File: src/zsfs_pkg.sv
// Constants shared by the zero-speed and flying-start logic.
// Assumes a 200 MHz core clock and a 1 ms control-loop tick made from it.
package zsfs_pkg;

   // Clock and control-loop tick
   localparam int          CLK_PERIOD_NS = 5;
   localparam int          CTRL_TICK_NS  = 1000000;
   localparam int          TICK_CYCLES   = CTRL_TICK_NS / CLK_PERIOD_NS;

   // Unit scaling (timers count 1 ms ticks)
   localparam logic [19:0] MS_PER_S      = 20'h003E8;
   localparam logic [15:0] MS_PER_DECI_S = 16'h0064;
   localparam logic [6:0]  PERCENT_FULL  = 7'h64;
   localparam int          SWEEP_FRAC    = 16;

   // Setting ranges
   localparam logic [9:0]  ZS_DELAY_MAX_S = 10'h3E7;
   localparam logic [6:0]  DEAD_MIN_DS    = 7'h01;
   localparam logic [6:0]  DEAD_MAX_DS    = 7'h64;
   localparam logic [9:0]  VRAMP_MIN_DS   = 10'h002;
   localparam logic [9:0]  VRAMP_MAX_DS   = 10'h258;
   localparam logic [9:0]  MS_SETTING_MAX = 10'h3E8;
   localparam logic [8:0]  FACTOR_MIN     = 9'h014;
   localparam logic [8:0]  FACTOR_MAX     = 9'h1F4;

   // Selector codes
   localparam logic [1:0]  RESTART_OFF    = 2'h0;
   localparam logic [1:0]  RESTART_FS     = 2'h1;
   localparam logic [1:0]  RESTART_FS_RT  = 2'h2;
   localparam logic [1:0]  RESTART_RT     = 2'h3;
   localparam logic [2:0]  MODE_SENSORLESS = 3'h3;
   localparam logic [2:0]  MODE_ENCODER   = 3'h4;
   localparam logic        EXIT_REF_OR_ACT = 1'h0;
   localparam logic        EXIT_REF_ONLY  = 1'h1;
   localparam logic [1:0]  PID_ON         = 2'h1;

   // Digital inputs
   localparam int          DI_COUNT       = 8;
   localparam int          DI_FN_W        = 5;
   localparam logic [4:0]  DI_FN_CATCH_SPIN_INHIBIT = 5'h18;

   // Recommended sweep factor (tenths) against motor rating code
   localparam logic [8:0]  FACTOR_BASE    = 9'h03C;
   localparam logic [8:0]  FACTOR_STEP    = 9'h00A;
   localparam int          RATING_EDGES   = 11;
   localparam logic [5:0]  RATING_EDGE [RATING_EDGES] = '{
      6'h14, 6'h17, 6'h1A, 6'h1D, 6'h20, 6'h25, 6'h28, 6'h2C, 6'h30, 6'h31, 6'h32};

   // Start sequencer states
   typedef enum logic [6:0] {
      ST_IDLE  = 7'h01,
      ST_DEAD  = 7'h02,
      ST_VRAMP = 7'h04,
      ST_IRAMP = 7'h08,
      ST_SWEEP = 7'h10,
      ST_MAG   = 7'h20,
      ST_RUN   = 7'h40
   } state_e;

endpackage

File: src/zero_speed_and_flying_start.sv
// Zero-speed disable and flying-start sequencer for a motor drive.
// Assumes settings are static, speeds in rpm, run and feedback on this clock.
// How it works
// - Disable inverter when both speeds below zone
// - Exit code 0: ref or actual; 1: ref
// - PID auto also needs error above wake level
// - Delay 0 to 999 s; zero disables immediately
// - Nonzero delay counts, disables on reaching it
// - Condition lost while counting resets the count
// - Restart codes: off, FS, FS+RT, RT
// - Scalar: dead time, fixed frequency, voltage ramp
// - Sensorless: sweep from max speed down, constant current
// - Sweep rate is factor times rotor constant
// - Speed found: switch to vector, accelerate
// - Search current ramps over set time
// - Found indication must persist the filter time
// - Sweep factor 2.0 to 50.0, recommended from rating
// - Sensorless flying start: enable does not magnetize
// - Input function 24 inhibits sensorless flying start
// - Encoder: speed caught during magnetization, then run
// - Dead time counted from run, 0.1-10 s
// - Voltage ramp time 0.2 to 60 s
`timescale 1ns/1ps
`default_nettype none
module zero_speed_and_flying_start
#(
   parameter logic [17:0] TICK_CYCLES = 18'(zsfs_pkg::TICK_CYCLES)
)
(
   // Clock and reset
   input  wire logic        I_CORE_CLK,
   input  wire logic        I_RST_N,
   // Zero-speed settings
   input  wire logic        I_ZERO_SPEED_DISABLE_ON,
   input  wire logic        I_ZERO_SPEED_EXIT_SELECT,
   input  wire logic [9:0]  I_ZERO_SPEED_DELAY,
   input  wire logic [15:0] I_ZERO_SPEED_ZONE,
   // Speeds and process regulator
   input  wire logic [15:0] I_SPEED_REFERENCE_VALUE,
   input  wire logic [15:0] I_ACTUAL_SPEED_VALUE,
   input  wire logic [1:0]  I_PID_SELECT,
   input  wire logic        I_PID_AUTOMATIC,
   input  wire logic [16:0] I_PID_ERROR,
   input  wire logic [15:0] I_PID_WAKE_ERROR,
   // Restart settings
   input  wire logic [1:0]  I_RESTART_FUNCTION_SELECT,
   input  wire logic [2:0]  I_CONTROL_MODE_SELECT,
   input  wire logic [15:0] I_MAX_SPEED_LIMIT,
   input  wire logic [9:0]  I_VOLTAGE_RAMP_TIME,
   input  wire logic [6:0]  I_DEMAG_DEAD_TIME,
   input  wire logic [8:0]  I_SWEEP_RATE_FACTOR,
   input  wire logic [15:0] I_ROTOR_TIME_CONSTANT,
   input  wire logic [9:0]  I_SEARCH_CURRENT_RAMP_TIME,
   input  wire logic [9:0]  I_SPEED_FOUND_FILTER_TIME,
   input  wire logic [5:0]  I_MOTOR_RATING_CODE,
   // Digital inputs
   input  wire logic [39:0] I_DIGITAL_INPUT_FUNCTION,
   input  wire logic [7:0]  I_DIGITAL_INPUT,
   // Commands and feedback
   input  wire logic        I_RUN_COMMAND,
   input  wire logic        I_GENERAL_ENABLE,
   input  wire logic        I_SPEED_MATCH,
   input  wire logic        I_MAGNETIZATION_DONE,
   // Drive outputs
   output logic             O_PULSE_ENABLE,
   output logic             O_ZERO_SPEED_DISABLED,
   output logic             O_MAGNETIZE,
   output logic             O_SEARCH_ACTIVE,
   output logic             O_VECTOR_CONTROL,
   output logic [15:0]      O_OUTPUT_FREQUENCY,
   output logic [6:0]       O_RAMP_PERCENT,
   output logic [15:0]      O_START_SPEED,
   output logic [6:0]       O_STATE,
   output logic [8:0]       O_RECOMMENDED_SWEEP_FACTOR
);

   typedef struct packed {
      logic [17:0]      tick_cnt;
      logic [7:0]       di_meta;
      logic [7:0]       di_sync;
      logic [19:0]      zs_cnt;
      logic             zs_dis;
      zsfs_pkg::state_e st;
      logic [15:0]      elapsed;
      logic [9:0]       filt_cnt;
      logic [31:0]      sweep_acc;
      logic [15:0]      freq;
      logic [6:0]       level;
      logic [15:0]      start_speed;
      logic             pulse_en;
      logic             magnetize;
   } state_s;

   localparam state_s RESET_S = '{st: zsfs_pkg::ST_IDLE, default: '0};

   state_s      s;
   state_s      next_s;
   logic        tick;
   logic        both_below;
   logic        exit_ok;
   logic        pid_gate;
   logic [19:0] delay_ms;
   logic [15:0] dead_ms;
   logic [15:0] vramp_ms;
   logic [15:0] iramp_ms;
   logic [9:0]  filter_ms;
   logic [8:0]  factor;
   logic [31:0] step;
   logic        fs_on;
   logic        sensorless;
   logic        encoder;
   logic [7:0]  di_inhibit;
   logic        inhibit;
   logic [15:0] elapsed_inc;
   logic [15:0] ramp_den;
   logic [22:0] ramp_quot;
   logic [6:0]  ramp_pct;
   logic        found;

   assign tick = s.tick_cnt >= (TICK_CYCLES - 18'h1);

   // Zero-speed conditions, all strict
   assign both_below = (I_SPEED_REFERENCE_VALUE < I_ZERO_SPEED_ZONE)
                     && (I_ACTUAL_SPEED_VALUE < I_ZERO_SPEED_ZONE);
   assign pid_gate = (I_PID_SELECT == zsfs_pkg::PID_ON) && I_PID_AUTOMATIC;
   assign exit_ok = ((I_SPEED_REFERENCE_VALUE > I_ZERO_SPEED_ZONE)
                    || ((I_ZERO_SPEED_EXIT_SELECT == zsfs_pkg::EXIT_REF_OR_ACT)
                        && (I_ACTUAL_SPEED_VALUE > I_ZERO_SPEED_ZONE)))
                  && (!pid_gate
                      || ($signed(I_PID_ERROR) > $signed({1'b0, I_PID_WAKE_ERROR})));

   // Settings clamped to their ranges, converted to ms ticks
   assign delay_ms = 20'(((I_ZERO_SPEED_DELAY > zsfs_pkg::ZS_DELAY_MAX_S)
                          ? zsfs_pkg::ZS_DELAY_MAX_S : I_ZERO_SPEED_DELAY))
                   * zsfs_pkg::MS_PER_S;
   assign dead_ms = 16'((I_DEMAG_DEAD_TIME < zsfs_pkg::DEAD_MIN_DS) ? zsfs_pkg::DEAD_MIN_DS
                    : (I_DEMAG_DEAD_TIME > zsfs_pkg::DEAD_MAX_DS) ? zsfs_pkg::DEAD_MAX_DS
                    : I_DEMAG_DEAD_TIME) * zsfs_pkg::MS_PER_DECI_S;
   assign vramp_ms = 16'((I_VOLTAGE_RAMP_TIME < zsfs_pkg::VRAMP_MIN_DS) ? zsfs_pkg::VRAMP_MIN_DS
                     : (I_VOLTAGE_RAMP_TIME > zsfs_pkg::VRAMP_MAX_DS) ? zsfs_pkg::VRAMP_MAX_DS
                     : I_VOLTAGE_RAMP_TIME) * zsfs_pkg::MS_PER_DECI_S;
   assign iramp_ms = 16'((I_SEARCH_CURRENT_RAMP_TIME > zsfs_pkg::MS_SETTING_MAX)
                         ? zsfs_pkg::MS_SETTING_MAX : I_SEARCH_CURRENT_RAMP_TIME);
   assign filter_ms = (I_SPEED_FOUND_FILTER_TIME > zsfs_pkg::MS_SETTING_MAX)
                      ? zsfs_pkg::MS_SETTING_MAX : I_SPEED_FOUND_FILTER_TIME;
   assign factor = (I_SWEEP_RATE_FACTOR < zsfs_pkg::FACTOR_MIN) ? zsfs_pkg::FACTOR_MIN
                 : (I_SWEEP_RATE_FACTOR > zsfs_pkg::FACTOR_MAX) ? zsfs_pkg::FACTOR_MAX
                 : I_SWEEP_RATE_FACTOR;
   // Sweep decrement per tick, 16 fraction bits of rpm
   assign step = 32'(factor) * 32'(I_ROTOR_TIME_CONSTANT);

   assign fs_on = (I_RESTART_FUNCTION_SELECT == zsfs_pkg::RESTART_FS)
               || (I_RESTART_FUNCTION_SELECT == zsfs_pkg::RESTART_FS_RT);
   assign sensorless = I_CONTROL_MODE_SELECT == zsfs_pkg::MODE_SENSORLESS;
   assign encoder = I_CONTROL_MODE_SELECT == zsfs_pkg::MODE_ENCODER;

   // Inhibit from any input programmed for it, read after the synchroniser
   genvar g;
   generate
      for (g = 0; g < zsfs_pkg::DI_COUNT; g++)
      begin : g_di
         assign di_inhibit[g] = s.di_sync[g]
            && (I_DIGITAL_INPUT_FUNCTION[g*zsfs_pkg::DI_FN_W +: zsfs_pkg::DI_FN_W]
                == zsfs_pkg::DI_FN_CATCH_SPIN_INHIBIT);
      end
   endgenerate
   assign inhibit = |di_inhibit;

   // One divider shared by both ramps; only one ramp runs at a time
   assign elapsed_inc = s.elapsed + 16'h1;
   assign ramp_den = (s.st == zsfs_pkg::ST_VRAMP) ? vramp_ms : iramp_ms;
   assign ramp_quot = (ramp_den == 16'h0) ? 23'(zsfs_pkg::PERCENT_FULL)
                    : (23'(elapsed_inc) * 23'(zsfs_pkg::PERCENT_FULL)) / 23'(ramp_den);
   assign ramp_pct = (ramp_quot >= 23'(zsfs_pkg::PERCENT_FULL))
                     ? zsfs_pkg::PERCENT_FULL : ramp_quot[6:0];
   assign found = I_SPEED_MATCH && ((s.filt_cnt + 10'h1) >= filter_ms);

   always_comb
   begin
      next_s = s;
      next_s.di_meta = I_DIGITAL_INPUT;
      next_s.di_sync = s.di_meta;
      next_s.tick_cnt = tick ? 18'h0 : s.tick_cnt + 18'h1;

      // Zero-speed disable
      if (!I_ZERO_SPEED_DISABLE_ON)
      begin
         next_s.zs_dis = 1'b0;
         next_s.zs_cnt = 20'h0;
      end
      else if (tick)
      begin
         if (s.zs_dis)
         begin
            if (exit_ok)
            begin
               next_s.zs_dis = 1'b0;
            end
         end
         else if (!both_below)
         begin
            next_s.zs_cnt = 20'h0;
         end
         else if ((delay_ms == 20'h0) || ((s.zs_cnt + 20'h1) >= delay_ms))
         begin
            next_s.zs_dis = 1'b1;
            next_s.zs_cnt = 20'h0;
         end
         else
         begin
            next_s.zs_cnt = s.zs_cnt + 20'h1;
         end
      end

      // Start sequencer
      case (s.st)
         zsfs_pkg::ST_IDLE:
         begin
            if (I_RUN_COMMAND)
            begin
               next_s.elapsed = 16'h0;
               next_s.filt_cnt = 10'h0;
               next_s.level = 7'h0;
               if (fs_on && sensorless && !inhibit)
               begin
                  next_s.st = zsfs_pkg::ST_IRAMP;
                  next_s.sweep_acc = {I_MAX_SPEED_LIMIT, 16'h0};
                  next_s.freq = I_MAX_SPEED_LIMIT;
               end
               else if (fs_on && encoder)
               begin
                  next_s.st = zsfs_pkg::ST_MAG;
               end
               else if (fs_on && !sensorless)
               begin
                  next_s.st = zsfs_pkg::ST_DEAD;
               end
               else
               begin
                  next_s.st = zsfs_pkg::ST_RUN;
                  next_s.level = zsfs_pkg::PERCENT_FULL;
               end
            end
         end
         zsfs_pkg::ST_DEAD:
         begin
            if (tick)
            begin
               next_s.elapsed = elapsed_inc;
               if (elapsed_inc >= dead_ms)
               begin
                  next_s.st = zsfs_pkg::ST_VRAMP;
                  next_s.elapsed = 16'h0;
                  next_s.freq = I_SPEED_REFERENCE_VALUE;
               end
            end
         end
         zsfs_pkg::ST_VRAMP, zsfs_pkg::ST_IRAMP:
         begin
            if (tick)
            begin
               next_s.elapsed = elapsed_inc;
               next_s.level = ramp_pct;
               if (ramp_pct == zsfs_pkg::PERCENT_FULL)
               begin
                  next_s.st = (s.st == zsfs_pkg::ST_VRAMP) ? zsfs_pkg::ST_RUN
                                                           : zsfs_pkg::ST_SWEEP;
               end
            end
         end
         zsfs_pkg::ST_SWEEP:
         begin
            if (tick)
            begin
               next_s.sweep_acc = (s.sweep_acc > step) ? s.sweep_acc - step : 32'h0;
               next_s.freq = next_s.sweep_acc[31:zsfs_pkg::SWEEP_FRAC];
               next_s.filt_cnt = I_SPEED_MATCH ? s.filt_cnt + 10'h1 : 10'h0;
               // A sweep that reaches zero means the shaft is at rest
               if (found || (s.sweep_acc == 32'h0))
               begin
                  next_s.st = zsfs_pkg::ST_RUN;
                  next_s.start_speed = s.freq;
               end
            end
         end
         zsfs_pkg::ST_MAG:
         begin
            if (I_MAGNETIZATION_DONE)
            begin
               next_s.st = zsfs_pkg::ST_RUN;
               next_s.start_speed = I_ACTUAL_SPEED_VALUE;
            end
         end
         zsfs_pkg::ST_RUN:
         begin
            next_s.st = zsfs_pkg::ST_RUN;
         end
         default:
         begin
            next_s.st = zsfs_pkg::ST_IDLE;
         end
      endcase

      if (!I_RUN_COMMAND)
      begin
         next_s.st = zsfs_pkg::ST_IDLE;
         next_s.level = 7'h0;
         next_s.freq = 16'h0;
      end

      // No pulses while demagnetizing or held at zero speed
      next_s.pulse_en = I_RUN_COMMAND && !next_s.zs_dis
                     && (next_s.st != zsfs_pkg::ST_IDLE)
                     && (next_s.st != zsfs_pkg::ST_DEAD);
      next_s.magnetize = (I_GENERAL_ENABLE && !(fs_on && sensorless))
                      || (next_s.st == zsfs_pkg::ST_MAG);
   end

   always_ff @(posedge I_CORE_CLK or negedge I_RST_N)
   begin
      if (!I_RST_N)
      begin
         s <= RESET_S;
      end
      else
      begin
         s <= next_s;
      end
   end

   sweep_factor_lookup u_lookup
   (
      .i_clk         (I_CORE_CLK),
      .i_rst_n       (I_RST_N),
      .i_rating_code (I_MOTOR_RATING_CODE),
      .o_factor      (O_RECOMMENDED_SWEEP_FACTOR)
   );

   assign O_PULSE_ENABLE = s.pulse_en;
   assign O_ZERO_SPEED_DISABLED = s.zs_dis;
   assign O_MAGNETIZE = s.magnetize;
   assign O_SEARCH_ACTIVE = (s.st == zsfs_pkg::ST_IRAMP) || (s.st == zsfs_pkg::ST_SWEEP);
   assign O_VECTOR_CONTROL = (s.st == zsfs_pkg::ST_RUN) && sensorless;
   assign O_OUTPUT_FREQUENCY = s.freq;
   assign O_RAMP_PERCENT = s.level;
   assign O_START_SPEED = s.start_speed;
   assign O_STATE = s.st;
endmodule
`default_nettype wire

File: src/sweep_factor_lookup.sv
// Recommended sweep rate factor for a motor rating code.
// Assumes the code is a static setting; result is registered.
`timescale 1ns/1ps
`default_nettype none
module sweep_factor_lookup
(
   // Clock and reset
   input  wire logic       i_clk,
   input  wire logic       i_rst_n,
   // Setting in, factor out (tenths)
   input  wire logic [5:0] i_rating_code,
   output logic      [8:0] o_factor
);

   typedef struct packed {
      logic [8:0] factor;
   } state_s;

   state_s                               s;
   state_s                               next_s;
   logic [zsfs_pkg::RATING_EDGES-1:0]    above;

   // One step per table edge passed
   genvar g;
   generate
      for (g = 0; g < zsfs_pkg::RATING_EDGES; g++)
      begin : g_edge
         assign above[g] = i_rating_code > zsfs_pkg::RATING_EDGE[g];
      end
   endgenerate

   always_comb
   begin
      next_s = s;
      next_s.factor = zsfs_pkg::FACTOR_BASE;
      for (int k = 0; k < zsfs_pkg::RATING_EDGES; k++)
      begin
         if (above[k])
         begin
            next_s.factor = next_s.factor + zsfs_pkg::FACTOR_STEP;
         end
      end
   end

   always_ff @(posedge i_clk or negedge i_rst_n)
   begin
      if (!i_rst_n)
      begin
         s <= '0;
      end
      else
      begin
         s <= next_s;
      end
   end

   assign o_factor = s.factor;

endmodule
`default_nettype wire

File: config.mk
export PLATFORM = sky130hd
export DESIGN_NAME = zero_speed_and_flying_start
export DESIGN_NICKNAME = d
export VERILOG_FILES = /design/src/zsfs_pkg.sv /design/src/zero_speed_and_flying_start.sv /design/src/sweep_factor_lookup.sv
export SDC_FILE = /design/constraint.sdc
export NUM_CORES = 2
export LEC_CHECK = 0
export ABC_AREA = 1
export BUFFER_PORTS_ARGS = -buffer_cell sky130_fd_sc_hd__buf_2
export CELL_PAD_IN_SITES_DETAIL_PLACEMENT = 1
export CELL_PAD_IN_SITES_GLOBAL_PLACEMENT = 2
export CORE_UTILIZATION = 38
export CTS_CLUSTER_SIZE = 40
export DETAILED_ROUTE_END_ITERATION = 10
export GPL_ROUTABILITY_DRIVEN = 0
export PLACE_DENSITY = 0.89
export SYNTH_ARGS = -nofsm -noshare
export SYNTH_HDL_FRONTEND = slang
export SYNTH_HIERARCHICAL = 1
export SYNTH_SLANG_ARGS = --single-unit
File: constraint.sdc
create_clock -name I_CORE_CLK -period 150.4 [get_ports I_CORE_CLK]
set_input_delay 22.56 -clock I_CORE_CLK [delete_from_list [all_inputs] [get_ports I_CORE_CLK]]
set_output_delay 22.56 -clock I_CORE_CLK [all_outputs]
set_load 0.03 [all_outputs]
Word level (Yosys, flattened, before mapping)
Index checks and enable logic that the tools add are counted.
- word-level logic and storage cells: 223
- output and inout bits: 60
- input port bits: 239
- register bits after elaboration: 170
- add/subtract/negate cells: 15
- div/mod/pow operators: 1
- $lt $le $gt $ge: 31
- $mul: 5
- reductions and logical operators: 49
- equal/unequal tests: 40
- bitwise operators: 1
- muxes and demuxes: 66
- operator list (kind ; number):
    $mux W7 ; 17
    $mux W23 ; 5
    $mux W9 ; 12
    $mux W16 ; 6
    $pmux W16 S3 ; 2
    $mux W88 ; 1
    $pmux W42 S2 ; 1
    $add A9 B4 Y9 const B ; 9
    $mux W10 ; 6
    $mux W20 ; 3
    $mux W58 ; 1
    $mux W48 ; 1
    $gt A6 B6 Y1 const B ; 7
    $mux W21 ; 2
    $pmux W7 S6 ; 1
    $eq A5 B5 Y1 const B ; 8
    $gt A10 B10 Y1 const B ; 4
    $gt A16 B16 Y1 ; 2
    $gt A32 B25 Y1 ; 1
    $logic_not A32 Y1 ; 1
    $lt A16 B16 Y1 ; 2
    $mux W32 ; 1
    $pmux W16 S2 ; 1
    $sub A32 B25 Y32 ; 1
    58 further kinds ; 113

Longest topological paths before layout
- word-level depth: 22
- mapped depth: 430
- depth with buffers taken out: 408

Modules after synthesis
Netlist, hierarchy kept.
- by module, submodules not included (module ; seq. area each (µm²) ; area each (µm²) ; cells each ; instances):
    zero_speed_and_flying_start ; 4030.1 ; 33947.6 ; 5004 ; 1
    sweep_factor_lookup ; 200.2 ; 2352.3 ; 414 ; 1

Worst setup path after synthesis
OpenSTA, ideal clock, no wires.
- path type: input to register
- start: in I_VOLTAGE_RAMP_TIME[8]
- end: reg s, in the netlist O_RAMP_PERCENT[0]
- path buffers: 23
- cell stages on the path: 401
- path slack: 74.311 ns
- library setup time: 0.117 ns
- data required time: 150.283 ns
- arrival: 75.972 ns
- path through: nor2_1 > nand2_1 > o21ai_2 > inv_1 > nor2_1 > xnor2_1 > inv_1 > ha_1 > inv_1 > fa_1 > inv_1 > ha_1 > a21oi_1 > nor2_1 > nor2_1 > nand3_1 > nand3_1 > nand2_1 > [365 not listed] > nand3_4 > clkinv_2 > buf_6 > o21ai_1 > ha_1 > nand2_1 > inv_1 > nand3_1 > a21oi_1 > a2111o_1 > nand4_1 > o311ai_0 > a21oi_1 > nand3_1 > nor2_1 > nand3_1 > nand3_1 > nand2_1
- cells in the longest elaborated chain, start to end: 12
- elaborated cells on any way between the ends: 14
- those cells by class: 1 x mul; 1 x div; 3 x order compare; 8 x mux; 1 x reduce/logical
- ends and longest elaborated chain (what ; line ; text):
    from (decl) ; zero_speed_and_flying_start.sv:49 ; input wire logic [9:0] I_VOLTAGE_RAMP_TIME,
    $gt A10 B10 Y1 ; zero_speed_and_flying_start.sv:140 ; : (I_VOLTAGE_RAMP_TIME > zsfs_pkg::VRAMP_MAX_DS) ? zsfs_pkg::VRAMP_MAX_DS
    $mux W10 ; zero_speed_and_flying_start.sv:140 ;
    $mux W10 * ; zero_speed_and_flying_start.sv:139 ; assign vramp_ms = 16'((I_VOLTAGE_RAMP_TIME < zsfs_pkg::VRAMP_MIN_DS) ? zsfs_pkg::VRAMP_MIN_DS
    $mul A10 B5 Y14 * ; zero_speed_and_flying_start.sv:141 ; : I_VOLTAGE_RAMP_TIME) * zsfs_pkg::MS_PER_DECI_S;
    $mux W16 * ; zero_speed_and_flying_start.sv:171 ; assign ramp_den = (s.st == zsfs_pkg::ST_VRAMP) ? vramp_ms : iramp_ms;
    $div A23 B16 Y23 or $logic_not A16 Y1 (tied branches) ; zero_speed_and_flying_start.sv:173, zero_speed_and_flying_start.sv:172 ;
    $mux W23 * ; zero_speed_and_flying_start.sv:172 ; assign ramp_quot = (ramp_den == 16'h0) ? 23'(zsfs_pkg::PERCENT_FULL)
    $ge A23 B7 Y1 ; zero_speed_and_flying_start.sv:174 ; assign ramp_pct = (ramp_quot >= 23'(zsfs_pkg::PERCENT_FULL))
    $mux W7 * ; zero_speed_and_flying_start.sv:175 ; ? zsfs_pkg::PERCENT_FULL : ramp_quot[6:0];
    $mux W7 * ; zero_speed_and_flying_start.sv:260 ; if (tick)
    $pmux W7 S2 * ; zero_speed_and_flying_start.sv:216 ; case (s.st)
    $mux W23 * ; zero_speed_and_flying_start.sv:304 ; if (!I_RUN_COMMAND)
    to (signal assigned) ; zero_speed_and_flying_start.sv:327 ; s <= next_s;
    to (decl) ; zero_speed_and_flying_start.sv:96 ; state_s s;
Mark *: on every way between the ends. The rest lies on a longest branch, timed or not. The select of a mux whose other input is x is not followed.
A chain may end at the register's enable or synchronous reset.

Worst setup path in the final report
Ends and elaborated chain as after synthesis.

==> impl_metrics.toml <==
[status]
outcome = "finished, final reports clean"

[timing]
tightest_slew_ns = 1.261
slew_violations = 0
tns_ns = 0
max-slew-margin-rel_pct = 15.13
fmax_mhz = 12.01
fin_skew_ns = 0.01710
period_minus_slack_ns = 83.29
setup_viol = 0
whs_ns = 0.3605
hold_viol = 0
post-route-period-util_pct = 55.38
rsz0062_at_grt = "false"

[clock_network]
post_cts_buffers = 0
cts_root_buf = "clkbuf_16"
htreeDepth = 4
cts_buffer_depth = 2
cts_tree = "done"
ctsResizeCount = 0
cts.sinks = 169
cts_made_buffers = 17
hold_buffers = 0
path_clk_slew_ns = 0.08
clock_latency_ns = 0.47

[logic_synthesis]
synth_cell_types = 84
yosysWarnings = 6
synth.top_cell.area_share_pct = 19.61
netlist_instances = 5418
syn_avg_cell_area_um2 = 6.700
synth_common_cells = "nand2_1 (1,252), inv_1 (905), ha_1 (569), nor2_1 (391), a21oi_1 (316)"
synthArstFlopShare_pct = 100.0
synth.ff_latch_count = 169
netlist_area_mm2 = 0.03630
ys.flop_type = "dfrtp_1"
synth.largest_area_cell = "ha_1"
ys_top_cells_by_area = "ha_1 (20%), nand2_1 (13%), dfrtp_1 (12%)"
synth_edf_count = 0
seq_area_frac_synth_pct = 11.65
syn_nets = 6375
yosysMostFrequentCell = "nand2_1"

[routing]
dr.pass1.iters = 5
routed_wl_um = 119600
antenna_left = 0
viasPerCell = 5.194
vias = 35774
routedWlPerCell_um = 17.37
drtIter0Drc = 1410
drc = 0

[die]
core_area_mm2 = 0.09403
num_io_pins = 299
die_area_mm2 = 0.09676
die_w_um = 311.1
start_util_pct = 38.60
dieHeight_um = 311.1
num_rows = 112

[finish]
final_area_mm2 = 0.03947
nNetsFinal = 6575
syn2layout_area_growth_pct = 8.724
fin_util_pct = 41.97
drive_gt1_share_pct = 10.71

[critical_path]
cp_slowest_stage_delay_ns = 0.71
slowest_stage = "o311ai_0"
worstPathArrival_ns = 83.64
crit_fanout = 22
cp-end-kind = "flop"
r2r-start = "s[83]"
rrSetupSlack_ns = 86.74
path_class = "in2reg"
worstReg2RegEnd = "O_RAMP_PERCENT[0]"
reg2reg_depth = 393
worstPathRequired_ns = 150.75
cpMostUsedCell = "nand2_1"
crit_path_start_kind = "input pin"

[global_routing]
antenna_found_initial = 16
grt_pass1_wl_um = 195500
grt.total_usage_pct = 24.70
grt_max_degree = 101
grt-ovfl-total = 0
grt_pass1_vias = 37281

[place]
dp_hpwl_um = 100900
portBuffers = 297
placed_area_mm2 = 0.03884

[min_path]
hp-start = "next_s[130]"
hold-path-endpoint = "s[130]"
whs_path_depth = 0
min_path_type = "reg2reg"

[job]
cap_violations = 0
==> how the worst max path moves through the flow <==
stage	depth (start not counted)	to	from	slack [ns]
final	382	O_RAMP_PERCENT[0]	I_VOLTAGE_RAMP_TIME[8]	67.11
after global routing	380	O_RAMP_PERCENT[0]	I_VOLTAGE_RAMP_TIME[8]	60.26
after CTS	379	O_RAMP_PERCENT[0]	I_VOLTAGE_RAMP_TIME[8]	67.14
after detailed placement	377	O_RAMP_PERCENT[0]	I_VOLTAGE_RAMP_TIME[8]	66.82
after global placement	382	O_RAMP_PERCENT[0]	I_VOLTAGE_RAMP_TIME[8]	69.83
after floorplan	401	O_RAMP_PERCENT[0]	I_VOLTAGE_RAMP_TIME[8]	74.31
==> area by class of cell <==
class,count,area [µm²]
Clock inverter,15,197.7
Tap cell,1254,1569
Timing Repair Buffer,330,1743
Antenna cell,3,7.507
Clock buffer,17,425.4
Inverter,951,3578
Fill cell,12452,54560
Multi-Input combinational cell,4149,27720
Sequential cell,169,4230
==> cells by family (layout without fill, tap and decap cells) <==
family / after synthesis / count (layout) / share of synthesized area (%)
AND/OR/NAND/NOR: 2293 / 2293 / 28.03
buffers and inverters: 1100 / 1313 / 12.13
AO/OA/AOI/OAI: 854 / 854 / 13.50
adder cells (fa/ha/maj): 718 / 718 / 27.83
XOR/XNOR: 282 / 282 / 6.804
flip-flops: 169 / 169 / 11.65
other: 1 / 4 / 0.01033
multiplexers: 1 / 1 / 0.03102
==> cells in the final DEF, fill, tap and decap left out, types with 12 or more instances in the layout <==
cell type  instances
a211oi_1          19
a21o_1            37
a21oi_1          315
a31oi_1           34
buf_2            296
buf_4             33
clkbuf_16         17
dfrtp_1          168
fa_1             149
ha_1             569
inv_1            905
inv_2             36
nand2_1         1252
nand2_2           51
nand2_4           13
nand3_1          266
nand3_2           15
nand3b_1          13
nand4_1           73
nor2_1           391
nor2_2            21
nor2_4            12
nor3_1            65
nor4_1            29
o21a_1            17
o21ai_0          242
o21ai_1           45
o21bai_1          26
o22ai_1           38
o31ai_1           16
or2_2             51
xnor2_1          112
xor2_1           170
==> stage by stage <==
stage               instances  worst slack (ns)
floorplan                5418             74.31
global placement         6853             69.83
detailed placement       6853             66.82
CTS                      6885             67.14
global route             6885             60.26
finish                   6888             67.11
==> sequential cells by signal, indices dropped and copies added (netlist names) <==
| name | count |
|---|---|
| O_START_SPEED | 16 |
| O_ZERO_SPEED_DISABLED | 1 |
| O_PULSE_ENABLE | 1 |
| O_RAMP_PERCENT | 7 |
| s | 104 |
| u_lookup/o_factor | 8 |
| next_s | 8 |
| O_OUTPUT_FREQUENCY | 16 |
| O_STATE | 7 |
| O_MAGNETIZE | 1 |
==> metal layers <==
layer  share of wire (%)  GRT usage (%)
met1                  47          31.99
met4                 2.3          6.046
met3                 3.2          2.673
met5                0.10              0
met2                  48          43.51
==> worst max-delay path: cells and delay by family <==
family / cells / cell delay [ns]
buffers and inverters: 75 / 8.64
and+or+nand+nor: 138 / 16.68
xor gates and xnor gates: 1 / 0.16
AOI/OAI and AO/OA: 143 / 27.08
adders and majority gates: 25 / 8.26
Power is not shown: default switching activity piles up to over one toggle a cycle in this logic, so the estimate is an artifact.
